### src/gpio_bank_defines.vh
/*
 Constants for the pin configuration bank, pins 1.4 to 2.6: register
 offsets, field positions, write masks and reset values.
 Assumes inclusion by the bank module only; holds definitions only.
*/
`ifndef GPIO_BANK_DEFINES_VH
`define GPIO_BANK_DEFINES_VH

////////////////////////////////////////////////////////////////////////////
// register offsets
`define OFS_PIN_1_4_CONFIG 8'h27
`define OFS_PIN_1_5_CONFIG 8'h28
`define OFS_PIN_1_6_CONFIG 8'h29
`define OFS_PIN_1_7_CONFIG 8'h2A
`define OFS_PIN_2_0_CONFIG 8'h2B
`define OFS_PIN_2_1_CONFIG 8'h2C
`define OFS_PIN_2_2_CONFIG 8'h2D
`define OFS_PIN_2_3_CONFIG 8'h2E
`define OFS_PIN_2_4_CONFIG 8'h2F
`define OFS_PIN_2_5_CONFIG 8'h30
`define OFS_PIN_2_6_CONFIG 8'h31
`define OFS_GROUP1_DATA 8'h4C
`define OFS_GROUP2_DATA 8'h4D

////////////////////////////////////////////////////////////////////////////
// field positions
`define BIT_DIR_IN 0
`define BIT_INVERT 1
`define BIT_ALT_LO 2
`define BIT_ALT_HI 3
`define BIT_OPEN_DRAIN 7

////////////////////////////////////////////////////////////////////////////
// reset value and implemented-bit masks
`define CFG_RESET 8'h01
`define MASK_ONE_BIT_ALT 8'h87
`define MASK_TWO_BIT_ALT 8'h8F
`define MASK_NO_ALT 8'h83

////////////////////////////////////////////////////////////////////////////
// alternate select codes
`define SEL_GPIO 2'h0
`define SEL_ALT1 2'h1
`define SEL_ALT2 2'h2
`define SEL_ALT3 2'h3

`endif

### src/gpio_pin_config_bank.v
/*
 Configuration and pin muxing for general purpose pins 1.4 to 2.6.
 Index 0..3 are pins 1.4..1.7, index 4..10 are pins 2.0..2.6.
 Assumes a single 25 MHz clock, reset_n driven by the standby power
 reset, pin inputs asynchronous to clk and peripheral signals on clk.
*/
// Implementation choice: the plain strobed port.
`include "gpio_bank_defines.vh"
`default_nettype none

module gpio_pin_config_bank #(
	parameter NUM_PINS = 11
) (
	input wire clk,
	input wire reset_n,
	// register bus
	input wire [7:0] reg_addr,
	input wire [7:0] reg_wdata,
	input wire reg_wr,
	input wire reg_rd,
	output reg [7:0] reg_rdata,
	// pins
	input wire [NUM_PINS-1:0] pin_in,
	output reg [NUM_PINS-1:0] pin_out,
	output reg [NUM_PINS-1:0] pin_oe,
	// expansion bus data unit
	input wire [3:0] xbus_data_out,
	input wire [3:0] xbus_data_oe,
	output reg [3:0] xbus_data_in,
	// floppy and keyboard controller signals
	input wire floppy_drive_select_1_n,
	input wire floppy_motor_select_1_n,
	input wire kbc_port_pin_17,
	input wire kbc_port_pin_16,
	input wire kbc_port_pin_12,
	// interrupt inputs
	output reg [1:0] edge_irq_in,
	output reg serial_irq_input_d,
	// expansion bus strobes
	input wire xbus_read_strobe_n,
	input wire xbus_write_strobe_n
);

	// bit indices of the group 2 pins
	localparam IDX_2_0 = 4;
	localparam IDX_2_1 = 5;
	localparam IDX_2_2 = 6;
	localparam IDX_2_3 = 7;
	localparam IDX_2_4 = 8;
	localparam IDX_2_5 = 9;
	localparam IDX_2_6 = 10;

	integer i;

	// stored state
	reg [7:0] cfg_ff [0:NUM_PINS-1];
	reg [NUM_PINS-1:0] gpio_data_ff;
	reg [NUM_PINS-1:0] sync1_ff;
	reg [NUM_PINS-1:0] sync2_ff;
	reg [7:0] rdata_ff;

	// combinational values
	reg [NUM_PINS-1:0] alt_en;
	reg [NUM_PINS-1:0] alt_val;
	reg [NUM_PINS-1:0] alt_drive;
	reg [NUM_PINS-1:0] drive;
	reg [NUM_PINS-1:0] out_val;
	reg [NUM_PINS-1:0] in_val;
	reg [NUM_PINS-1:0] nxt_pin_out;
	reg [NUM_PINS-1:0] nxt_pin_oe;
	reg [7:0] nxt_rdata;
	reg [3:0] nxt_xbus_data_in;
	reg [1:0] nxt_edge_irq;
	reg nxt_serial_irq_d;
	reg cfg_hit;
	reg [3:0] cfg_idx;
	reg edge0_sel;
	reg edge1_sel;

	////////////////////////////////////////////////////////////////////////
	// slot of a configuration register, offset from the first one
	function [3:0] cfg_slot;
		input [7:0] addr;
		reg [7:0] offset;
		begin
			offset = addr - `OFS_PIN_1_4_CONFIG;
			cfg_slot = offset[3:0]; // range is checked by the caller
		end
	endfunction

	////////////////////////////////////////////////////////////////////////
	// two-bit alternate select of a configuration byte
	function [1:0] sel_of;
		input [7:0] cfg;
		begin
			sel_of = cfg[`BIT_ALT_HI:`BIT_ALT_LO];
		end
	endfunction

	////////////////////////////////////////////////////////////////////////
	// implemented bits of a pin's register
	function [7:0] impl_mask;
		input [3:0] idx;
		begin
			if (idx >= 4'd4 && idx <= 4'd6)
				impl_mask = `MASK_TWO_BIT_ALT;
			else if (idx == 4'd8)
				impl_mask = `MASK_NO_ALT;
			else
				impl_mask = `MASK_ONE_BIT_ALT;
		end
	endfunction

	////////////////////////////////////////////////////////////////////////
	// register index from address
	always @* begin
		cfg_hit = 1'b0;
		cfg_idx = 4'h0;
		if (reg_addr >= `OFS_PIN_1_4_CONFIG &&
			reg_addr <= `OFS_PIN_2_6_CONFIG) begin
			cfg_hit = 1'b1;
			cfg_idx = cfg_slot(reg_addr);
		end
	end

	////////////////////////////////////////////////////////////////////////
	// configuration registers, masked writes
	always @(posedge clk or negedge reset_n) begin
		if (!reset_n) begin
			for (i = 0; i < NUM_PINS; i = i + 1)
				cfg_ff[i] <= `CFG_RESET;
		end else if (reg_wr && cfg_hit) begin
			// reserved bits never stored
			cfg_ff[cfg_idx] <= reg_wdata & impl_mask(cfg_idx);
		end
	end

	////////////////////////////////////////////////////////////////////////
	// gpio output data registers
	always @(posedge clk or negedge reset_n) begin
		if (!reset_n) begin
			gpio_data_ff <= {NUM_PINS{1'b0}};
		end else if (reg_wr) begin
			// group 1 data sits in the upper nibble
			if (reg_addr == `OFS_GROUP1_DATA)
				gpio_data_ff[3:0] <= reg_wdata[7:4];
			else if (reg_addr == `OFS_GROUP2_DATA)
				gpio_data_ff[10:4] <= reg_wdata[6:0];
		end
	end

	////////////////////////////////////////////////////////////////////////
	// read data, valid the cycle after the strobe
	always @* begin
		nxt_rdata = 8'h00;
		if (reg_rd) begin
			if (cfg_hit)
				nxt_rdata = cfg_ff[cfg_idx];
			else if (reg_addr == `OFS_GROUP1_DATA)
				nxt_rdata = {in_val[3:0], 4'h0};
			else if (reg_addr == `OFS_GROUP2_DATA)
				nxt_rdata = {1'b0, in_val[10:4]};
		end
	end

	always @(posedge clk or negedge reset_n) begin
		if (!reset_n)
			rdata_ff <= 8'h00;
		else
			rdata_ff <= nxt_rdata;
	end

	always @* begin
		reg_rdata = rdata_ff;
	end

	////////////////////////////////////////////////////////////////////////
	// two-stage pin synchroniser
	// first stage is read by the second stage only
	always @(posedge clk or negedge reset_n) begin
		if (!reset_n) begin
			sync1_ff <= {NUM_PINS{1'b0}};
			sync2_ff <= {NUM_PINS{1'b0}};
		end else begin
			sync1_ff <= pin_in;
			sync2_ff <= sync1_ff;
		end
	end

	////////////////////////////////////////////////////////////////////////
	// alternate function select per pin
	always @* begin
		alt_en = {NUM_PINS{1'b0}};
		alt_val = {NUM_PINS{1'b0}};
		alt_drive = {NUM_PINS{1'b0}};
		// expansion data bits 4..7, direction from the bus unit
		for (i = 0; i < 4; i = i + 1) begin
			if (cfg_ff[i][`BIT_ALT_LO]) begin
				alt_en[i] = 1'b1;
				alt_val[i] = xbus_data_out[i];
				alt_drive[i] = xbus_data_oe[i];
			end
		end
		// pin 2.0; code 11 falls back to plain gpio
		case (sel_of(cfg_ff[IDX_2_0]))
		`SEL_ALT2: begin
			alt_en[IDX_2_0] = 1'b1;
			alt_val[IDX_2_0] = floppy_drive_select_1_n;
			alt_drive[IDX_2_0] = 1'b1;
		end
		`SEL_ALT1: begin
			alt_en[IDX_2_0] = 1'b1;
			alt_val[IDX_2_0] = kbc_port_pin_17;
			alt_drive[IDX_2_0] = 1'b1;
		end
		default: begin
			alt_en[IDX_2_0] = 1'b0;
		end
		endcase
		// pin 2.1
		case (sel_of(cfg_ff[IDX_2_1]))
		`SEL_ALT3: begin
			alt_en[IDX_2_1] = 1'b1;
			alt_val[IDX_2_1] = kbc_port_pin_12;
			alt_drive[IDX_2_1] = 1'b1;
		end
		`SEL_ALT2: begin
			alt_en[IDX_2_1] = 1'b1; // edge irq 0 is input only
		end
		`SEL_ALT1: begin
			alt_en[IDX_2_1] = 1'b1;
			alt_val[IDX_2_1] = kbc_port_pin_16;
			alt_drive[IDX_2_1] = 1'b1;
		end
		default: begin
			alt_en[IDX_2_1] = 1'b0;
		end
		endcase
		// pin 2.2
		case (sel_of(cfg_ff[IDX_2_2]))
		`SEL_ALT3: begin
			alt_en[IDX_2_2] = 1'b1;
			alt_val[IDX_2_2] = floppy_motor_select_1_n;
			alt_drive[IDX_2_2] = 1'b1;
		end
		`SEL_ALT2: begin
			alt_en[IDX_2_2] = 1'b1; // edge irq 1 is input only
		end
		`SEL_ALT1: begin
			alt_en[IDX_2_2] = 1'b1;
			alt_val[IDX_2_2] = kbc_port_pin_12;
			alt_drive[IDX_2_2] = 1'b1;
		end
		default: begin
			alt_en[IDX_2_2] = 1'b0;
		end
		endcase
		// pin 2.3, serial interrupt input only
		alt_en[IDX_2_3] = cfg_ff[IDX_2_3][`BIT_ALT_LO];
		// pin 2.4 has no alternate; direction alone decides
		alt_en[IDX_2_4] = 1'b0;
		// pin 2.5 and 2.6, expansion strobes
		if (cfg_ff[IDX_2_5][`BIT_ALT_LO]) begin
			alt_en[IDX_2_5] = 1'b1;
			alt_val[IDX_2_5] = xbus_read_strobe_n;
			alt_drive[IDX_2_5] = 1'b1;
		end
		if (cfg_ff[IDX_2_6][`BIT_ALT_LO]) begin
			alt_en[IDX_2_6] = 1'b1;
			alt_val[IDX_2_6] = xbus_write_strobe_n;
			alt_drive[IDX_2_6] = 1'b1;
		end
	end

	////////////////////////////////////////////////////////////////////////
	// direction, polarity and driver type per pin
	always @* begin
		for (i = 0; i < NUM_PINS; i = i + 1) begin
			// gpio mode follows the direction bit
			drive[i] = alt_en[i] ? alt_drive[i] :
				~cfg_ff[i][`BIT_DIR_IN];
			out_val[i] = (alt_en[i] ? alt_val[i] : gpio_data_ff[i]) ^
				cfg_ff[i][`BIT_INVERT];
			in_val[i] = sync2_ff[i] ^ cfg_ff[i][`BIT_INVERT];
			if (cfg_ff[i][`BIT_OPEN_DRAIN]) begin
				// open drain only pulls low
				nxt_pin_out[i] = 1'b0;
				nxt_pin_oe[i] = drive[i] & ~out_val[i];
			end else begin
				nxt_pin_out[i] = out_val[i];
				nxt_pin_oe[i] = drive[i];
			end
		end
	end

	////////////////////////////////////////////////////////////////////////
	// edge interrupt routing, input only
	always @* begin
		edge0_sel = (sel_of(cfg_ff[IDX_2_1]) == `SEL_ALT2);
		edge1_sel = (sel_of(cfg_ff[IDX_2_2]) == `SEL_ALT2);
	end

	////////////////////////////////////////////////////////////////////////
	// inputs to peripherals, idle low when not routed
	always @* begin
		for (i = 0; i < 4; i = i + 1)
			nxt_xbus_data_in[i] = alt_en[i] & in_val[i];
		nxt_edge_irq[0] = edge0_sel & in_val[IDX_2_1];
		nxt_edge_irq[1] = edge1_sel & in_val[IDX_2_2];
		nxt_serial_irq_d = alt_en[IDX_2_3] & in_val[IDX_2_3];
	end

	////////////////////////////////////////////////////////////////////////
	// registered pin outputs, released during reset
	always @(posedge clk or negedge reset_n) begin
		if (!reset_n) begin
			pin_out <= {NUM_PINS{1'b0}};
			pin_oe <= {NUM_PINS{1'b0}};
		end else begin
			pin_out <= nxt_pin_out;
			pin_oe <= nxt_pin_oe;
		end
	end

	////////////////////////////////////////////////////////////////////////
	// registered peripheral inputs, low during reset
	always @(posedge clk or negedge reset_n) begin
		if (!reset_n) begin
			xbus_data_in <= 4'h0;
			edge_irq_in <= 2'h0;
			serial_irq_input_d <= 1'b0;
		end else begin
			xbus_data_in <= nxt_xbus_data_in;
			edge_irq_in <= nxt_edge_irq;
			serial_irq_input_d <= nxt_serial_irq_d;
		end
	end

endmodule

`default_nettype wire

### config.mk
export PLATFORM = sky130hd
export DESIGN_NAME = gpio_pin_config_bank
export DESIGN_NICKNAME = d
export VERILOG_FILES = /design/src/gpio_pin_config_bank.v
export VERILOG_INCLUDE_DIRS = /design/src
export SDC_FILE = /design/constraint.sdc
export NUM_CORES = 1
export LEC_CHECK = 0
export ABC_AREA = 1
export BUFFER_PORTS_ARGS = -buffer_cell sky130_fd_sc_hd__buf_4
export CORE_MARGIN = 2
export CORE_UTILIZATION = 57
export DETAILED_ROUTE_END_ITERATION = 12
export GPL_TIMING_DRIVEN = 0
export PLACE_DENSITY = 0.89
export SYNTH_ARGS = -nofsm -noshare
export SYNTH_HDL_FRONTEND = slang
export SYNTH_SLANG_ARGS = --single-unit
### constraint.sdc
create_clock -name clk -period 1.8 [get_ports clk]
set_clock_uncertainty 0.05 [all_clocks]
set_input_delay 0.45 -clock clk [delete_from_list [all_inputs] [get_ports clk]]
set_output_delay 0.45 -clock clk [all_outputs]
set_load 0.02 [all_outputs]
==> metrics.md, run 1 <==
| Metric | Value |
|---|---|
| Outcome | finished, violations left |
| Failing checks | setup timing |
| Grt ovf | 0 |
| Core Area | between 0.009 and 0.01 mm^2 |
| Die width | between 100 and 150 um |
| Synthesis-to-layout area growth | 34.48% |
| YS warnings | 0 |
| Fraction of layout cells with a size suffix above 1 | 0.2819 |
| Final min period | ~1.8 ns |
| Number of vias per cell | 5.430 |
| Post-synth top cells | nand2_1, dfrtp_1, inv_1 |
| Initial Util | 0.5811 |
| Clock-pin slew on the worst setup and hold paths | 0.06 ns |
| Drt wl/cell | 16.65 um |
| Buffers on Ports | 82 |
| Relative slew slack | 0.6546 |
| Unique cell type count in the Yosys netlist | 36 |
| Fin nets | between 800 and 900 |
| IO Count | a little over 80 |
| Leading register cell type out of synthesis | dfrtp_1 |
| Synth Register Bits | roughly 130 |
| WP data arrival | roughly 2.2 ns |
| Global-route wire length before repair | 24.10 mm |
| Max-cap violations | 0 |
| Fillcell total | between 600 and 700 |
| Number of remaining DRC errors | 0 |
| Site Rows | 36 |
| GP Congestion | just over 0.9 |
| Worst-Skew Late Latency | 0.53 ns |
| Setup TNS | -0.007845 ns |
| CTS H-tree lvls | 4 |
| Buffer depth of the longest clock path | 2 |
| Crit end category | flip-flop |
| CTS tree | done |
| Root Buffer | clkbuf_8 |
| Mapped Avg Cell Area | between 8 and 9 um^2 |
| Final setup viols | 1 |
| Startpoint class of the critical path | primary input |
| Most frequent cell after synthesis | nand2_1 |
| GRT Util Overall | 0.3054 |
| Final Hold Vio Count | 0 |
| Fin. max-slew vios | 0 |
| WS Path Type | in -> reg |
| Final period util | 1.004 |
| Total detailed-routing wirelength | 15.39 mm |
| Synthesized Nets | just under 700 |
| Number of synthesized flops with an enable pin | 0 |
| Mapped Cells | between 600 and 700 |
| Hold WC Path Type | in -> reg |
| DIE AREA | 0.01068 mm^2 |
| CTS buffer count | 17 |
| Cell count after placement | 850 |
| Final cell count without fillers | ~920 |
| Total vias in the final route | ~5,000 |
| Die Y | ~100 um |
| Vias in the first global route | approximately 5,000 |
| Max rail drop VDD | ~800 uV |
| Critical Path RT | roughly 2.2 ns |
| DP HPWL | 10.29 mm |
| Top cell type's share of synthesized area | 0.5069 |
| Async S/R FF share, synth | 1.000 |
| Largest cells by area after synthesis | dfrtp_1, nand2_1, dfstp_2, inv_1, o21ai_0 |
| Worst Max-Slew Pin Slew | between 0.5 and 0.6 ns |
| Leakage | 3.804 nW |
| Clk sink count | roughly 130 |
| RSZ-0062 raised after global routing | true |
| Routed Antenna Nets | 0 |
| Diode count | 0 |
| Leading area contributor after synthesis | dfrtp_1 |
| Mapped Area | between 0.005 and 0.006 mm^2 |
| Power Density | between 900 and 1000 mW/mm^2 |
| Final WS setup | -0.007845 ns |
| Crit-path max FO | 6 |
| Post-synthesis sequential area ratio | 0.5582 |
| First-pass DRT Iterations | 7 |
| Maximum number of pins on one net before global-route repair | 74 |
| Max Freq | between 500 and 600 MHz |
| Antenna violations before repair | 0 |
| DRT iter0 DRCs | 361 |
[worst max-delay path: stages]
cell	delay, ns
buf_12	0.13
inv_16	0.05
buf_12	0.10
ha_4	0.12
inv_2	0.03
nand2_2	0.06
nand2_2	0.06
nand2_4	0.12
inv_2	0.05
nor2_4	0.21
nand2_4	0.12
nor2_4	0.17
inv_2	0.08
nor2_4	0.19
inv_2	0.08
nand2_1	0.07
o21ai_1	0.06
[repair_timing]
action	4_1_cts	5_1_grt
buffers inserted	11	16
pin swaps	9	13
resized for setup	23	24
gates cloned	2	1
hold buffers	12	0
endpoints found under the setup margin	55	53
endpoints found under the hold margin	59	0
[cell families (layout without fill, tap and decap cells)]
logic type | count (synthesis) | count (layout) | share of synthesized area
AOI/OAI and AO/OA | 109 | 109 | 0.1023
muxes | 4 | 4 | 0.007337
xor gates and xnor gates | 23 | 23 | 0.03579
DFF | 125 | 125 | 0.5582
and+or+nand+nor | 276 | 278 | 0.2212
adders and majority gates | 6 | 6 | 0.01334
buffers and inverters | 91 | 246 | 0.06180
[power by group]
part	switching, mW	total [mW]	internal, mW
Combinational	0.638	1.07	0.430
Clock	1.33	3.05	1.71
Sequential	0.123	3.15	3.03
[through the flow]
stage	hold WS (ns)	cell area, um^2	setup slack, ns	total power [mW]	utilization
5_1_grt	0.1321	7569	-0.08659	7.551	0.7815
3_3_place_gp	0.2827	6500	-0.7187	4.104	0.6712
6_report	0.1339	7569	-0.007845	7.267	0.7815
3_5_place_dp	0.2863	6531	-0.7988	4.154	0.6744
4_1_cts	0.1299	7366	0.01553	7.222	0.7606
2_1_floorplan	0.1044	5718	-0.2035	3.713	-
[final cells by class]
class                      count  area (um^2)  share of cell area
sequential                   125         3142              0.4151
multi-input combinational    420         2313              0.3057
inverter                      83        336.6             0.04447
buffer                         8        68.82            0.009092
clock buffer                  18        417.9             0.05522
tap                          133        166.4             0.02199
clock inverter                14        113.9             0.01504
timing repair inverter         1        3.754           0.0004959
timing repair buffer         122         1006              0.1329
[cell usage in the layout, fill, tap and decap left out, types with 16 or more instances in the layout]
cell type  Yosys  layout
o21ai_1       34      36
inv_1         72      69
nand3_1       20      20
clkbuf_16      0      16
dfrtp_1      114     114
buf_4          0     105
nand2_1      180     172
o21ai_0       52      49
nor2_1        39      37
[metal layers]
layer  up-vias  wire length [um]  track usage
met5         -                 0            0
met4         0               602       0.1549
met3        55              1188      0.06855
met2       256              7490       0.5037
met1      2398              6105       0.3791
li1       2308                 -            -
[final timing paths]
kind,to,cells after the start,from,slack (ns)
setup / recovery,cfg_ff[10]$_DFFE_PN0P_,17,reg_addr[0],-0.008
hold reg to reg,sync2_ff[6]$_DFF_PN0_,0,sync1_ff[6]$_DFF_PN0_,0.30
hold / removal,cfg_ff[81]$_DFFE_PN0P_,3,reg_wdata[1],0.13
max in group asynchronous,cfg_ff[64]$_DFFE_PN1P_,3,reset_n,0.58
min in group asynchronous,sync2_ff[5]$_DFF_PN0_,2,reset_n,0.38
setup reg to reg,pin_oe[4]$_DFF_PN0_,7,cfg_ff[50]$_DFFE_PN0P_,0.29
[sequential cells by signal, indices dropped and copies added (netlist names)]
register and flops:
serial_irq_input_d 1, pin_out 11, cfg_ff 49, sel_of.cfg 5
edge_irq_in 2, pin_oe 11, sync1_ff 11, reg_rdata 8
gpio_data_ff 11, alt_en 1, xbus_data_in 4, sync2_ff 11
Power figures use the tool's default switching activity.
==> run 2: changes to the inputs <==
Settings changed: CORE_UTILIZATION 57 to 48, PLACE_DENSITY 0.89 to 0.78.
==> metrics.md, run 2 (synthesis gave the netlist of run 1 again) <==
| Metric | Value |
|---|---|
| Leakage | between 3 and 4 nW |
| GP Congestion | 0.9037 |
| Final period util | 0.9922 |
| Root Buffer | clkbuf_16 |
| Power Density | approximately 1000 mW/mm^2 |
| Top reg by flops | cfg_ff |
| Fraction of layout cells with a size suffix above 1 | 0.2794 |
| Hold_sp | pin_in[8] |
| Worst-Skew Late Latency | approximately 0.42 ns |
| Vias in the first global route | between 4,000 and 5,000 |
| Final Hold Vio Count | 0 |
| Fin nets | 812 |
| Total vias in the final route | around 4,700 |
| Clock-pin slew on the worst setup and hold paths | 0.06 ns |
| Buffers on Ports | slightly above 80 |
| Max rail drop VDD | roughly 740 uV |
| Max Freq | approximately 560 MHz |
| RSZ-0062 raised after global routing | true |
| Cell count after placement | 860 |
| CTS tree | done |
| Total detailed-routing wirelength | 15.11 mm |
| R2R Path End | pin_oe[4]$_DFF_PN0_ |
| Diode count | 0 |
| DP HPWL | 10.43 mm |
| Synthesis-to-layout area growth | 33.37% |
| Antenna violations before repair | 0 |
| Most common library cell in the layout ignoring fill and taps | nand2_1 |
| Final cell count without fillers | about 920 |
| Hold WC Path Type | in -> reg |
| Most frequent cells in the layout | nand2_1, dfrtp_1, buf_4, inv_1, o21ai_0 |
| Relative slew slack | 0.6188 |
| Max-cap violations | 0 |
| Initial Util | 0.4929 |
| CTS H-tree lvls | 4 |
| Outcome | completed |
| Crit end category | flip-flop |
| Core Area | roughly 0.011 mm^2 |
| Setup TNS | 0 ns |
| DIE AREA | about 0.013 mm^2 |
| Number of remaining DRC errors | 0 |
| Hold Crit Depth | 1 |
| Clk sink count | ~130 |
| Startpoint class of the critical path | primary input |
| Grt ovf | 0 |
| Drt wl/cell | about 16 um |
| Final min period | about 1.8 ns |
| DRT iter0 DRCs | 256 |
| Number of vias per cell | slightly above 5 |
| WS Path Type | in -> reg |
| Routed Antenna Nets | 0 |
| Global-route wire length before repair | 24.07 mm |
| Site Rows | 39 |
| Critical Path RT | 2.04 ns |
| Hold EP | sync1_ff[8]$_DFF_PN0_ |
| Max reg flops | 49 |
| Final setup viols | 0 |
| First-pass DRT Iterations | 5 |
| Worst Max-Slew Pin Slew | ~0.57 ns |
| Die Y | 112.3 um |
| Fin. max-slew vios | 0 |
| Die width | 112.3 um |
| Crit-path max FO | 6 |
| R2R depth | 7 |
| Hold_ws | roughly 0.076 ns |
| Buffer depth of the longest clock path | 2 |
| RR Startpoint | cfg_ff[50]$_DFFE_PN0P_ |
| WP data arrival | roughly 2 ns |
| Maximum number of pins on one net before global-route repair | between 60 and 70 |
| IO Count | 83 |
| CTS buffer count | 17 |
| Flop-to-flop setup slack | 0.24 ns |
| Core Util, Final | 0.6574 |
| GRT Util Overall | 0.2512 |
## run 2: cell types whose count changed in the layout (fill, tap and decap cells not counted), moves of 4 or more
cell,before,now
buf_4,105,98
clkbuf_1,1,5
clkinv_2,3,7
clkinv_4,5,0
dlygate4sd3_1,12,1
o21ai_0,49,43
o21ai_1,36,41
## run 2: metrics by stage
stage / total power, mW / worst slack (ns) / area [um^2]
5_1_grt: 7.860 / -0.07764 / 7506
2_1_floorplan: 3.713 / -0.2035 / 5718
3_5_place_dp: 4.162 / -0.8675 / 6544
6_report: 7.569 / 0.01410 / 7506
4_1_cts: 7.579 / -0.01760 / 7337
3_3_place_gp: 4.124 / -0.7537 / 6513
## run 2: area by class of cell
type	count	area, um^2
inverters	83	344.1
multi-input cells	420	2342
clock buffers	23	457.9
fillers	926	3913
well taps	143	178.9
flip-flops and latches	125	3142
repair inverters	1	3.754
plain buffers	7	66.31
repair buffers	105	850.8
clock inverters	9	120.1
## run 2: critical path: stages
cell and delay (ns):
buf_12 0.11, buf_6 0.10, ha_4 0.12, inv_2 0.03, nand2_2 0.05, nand2_2 0.06
nand2_4 0.11, inv_2 0.05, nor2_4 0.21, nand2_4 0.12, nor2_4 0.17, inv_2 0.08
nor2_4 0.17, inv_2 0.07, nand2_1 0.06, o21ai_1 0.06
## run 2: worst max-delay path by stage
stage | from | depth (start not counted) | to
global placement | reg_addr[0] | 16 | reg_rdata[2]$_DFF_PN0_
floorplan | reg_addr[0] | 16 | cfg_ff[9]$_DFFE_PN0P_
global route | reg_addr[0] | 15 | reg_rdata[2]$_DFF_PN0_
detailed placement | reg_addr[0] | 16 | reg_rdata[2]$_DFF_PN0_
CTS | reg_addr[0] | 17 | cfg_ff[9]$_DFFE_PN0P_
finish | reg_addr[0] | 16 | cfg_ff[9]$_DFFE_PN0P_
## run 2: per-layer routing
| layer | global-route usage | vias to the layer above | wire length (um) |
|---|---|---|---|
| met5 | 0 | - | 0 |
| met4 | 0.1211 | 0 | 460 |
| met3 | 0.05724 | 36 | 730 |
| met2 | 0.4048 | 135 | 7269 |
| met1 | 0.3233 | 2285 | 6650 |
| li1 | - | 2263 | - |
## run 2: power breakdown
group	leakage (nW)	total (mW)	internal [mW]	switching, mW
combinational	1.92	1.04	0.412	0.627
sequential	1.54	3.16	3.03	0.125
clock	0.288	3.37	2.19	1.18
total	3.76	7.57	5.64	1.93
## run 2: timing repair
item / 4_1_cts / 5_1_grt
cloned: 2 / 1
setup endpoints to repair: 60 / 51
setup buffers: 9 / 13
pin swaps: 9 / 19
gates resized for setup: 35 / 32
hold endpoints to repair: 56 / 0
hold buffers: 1 / 0
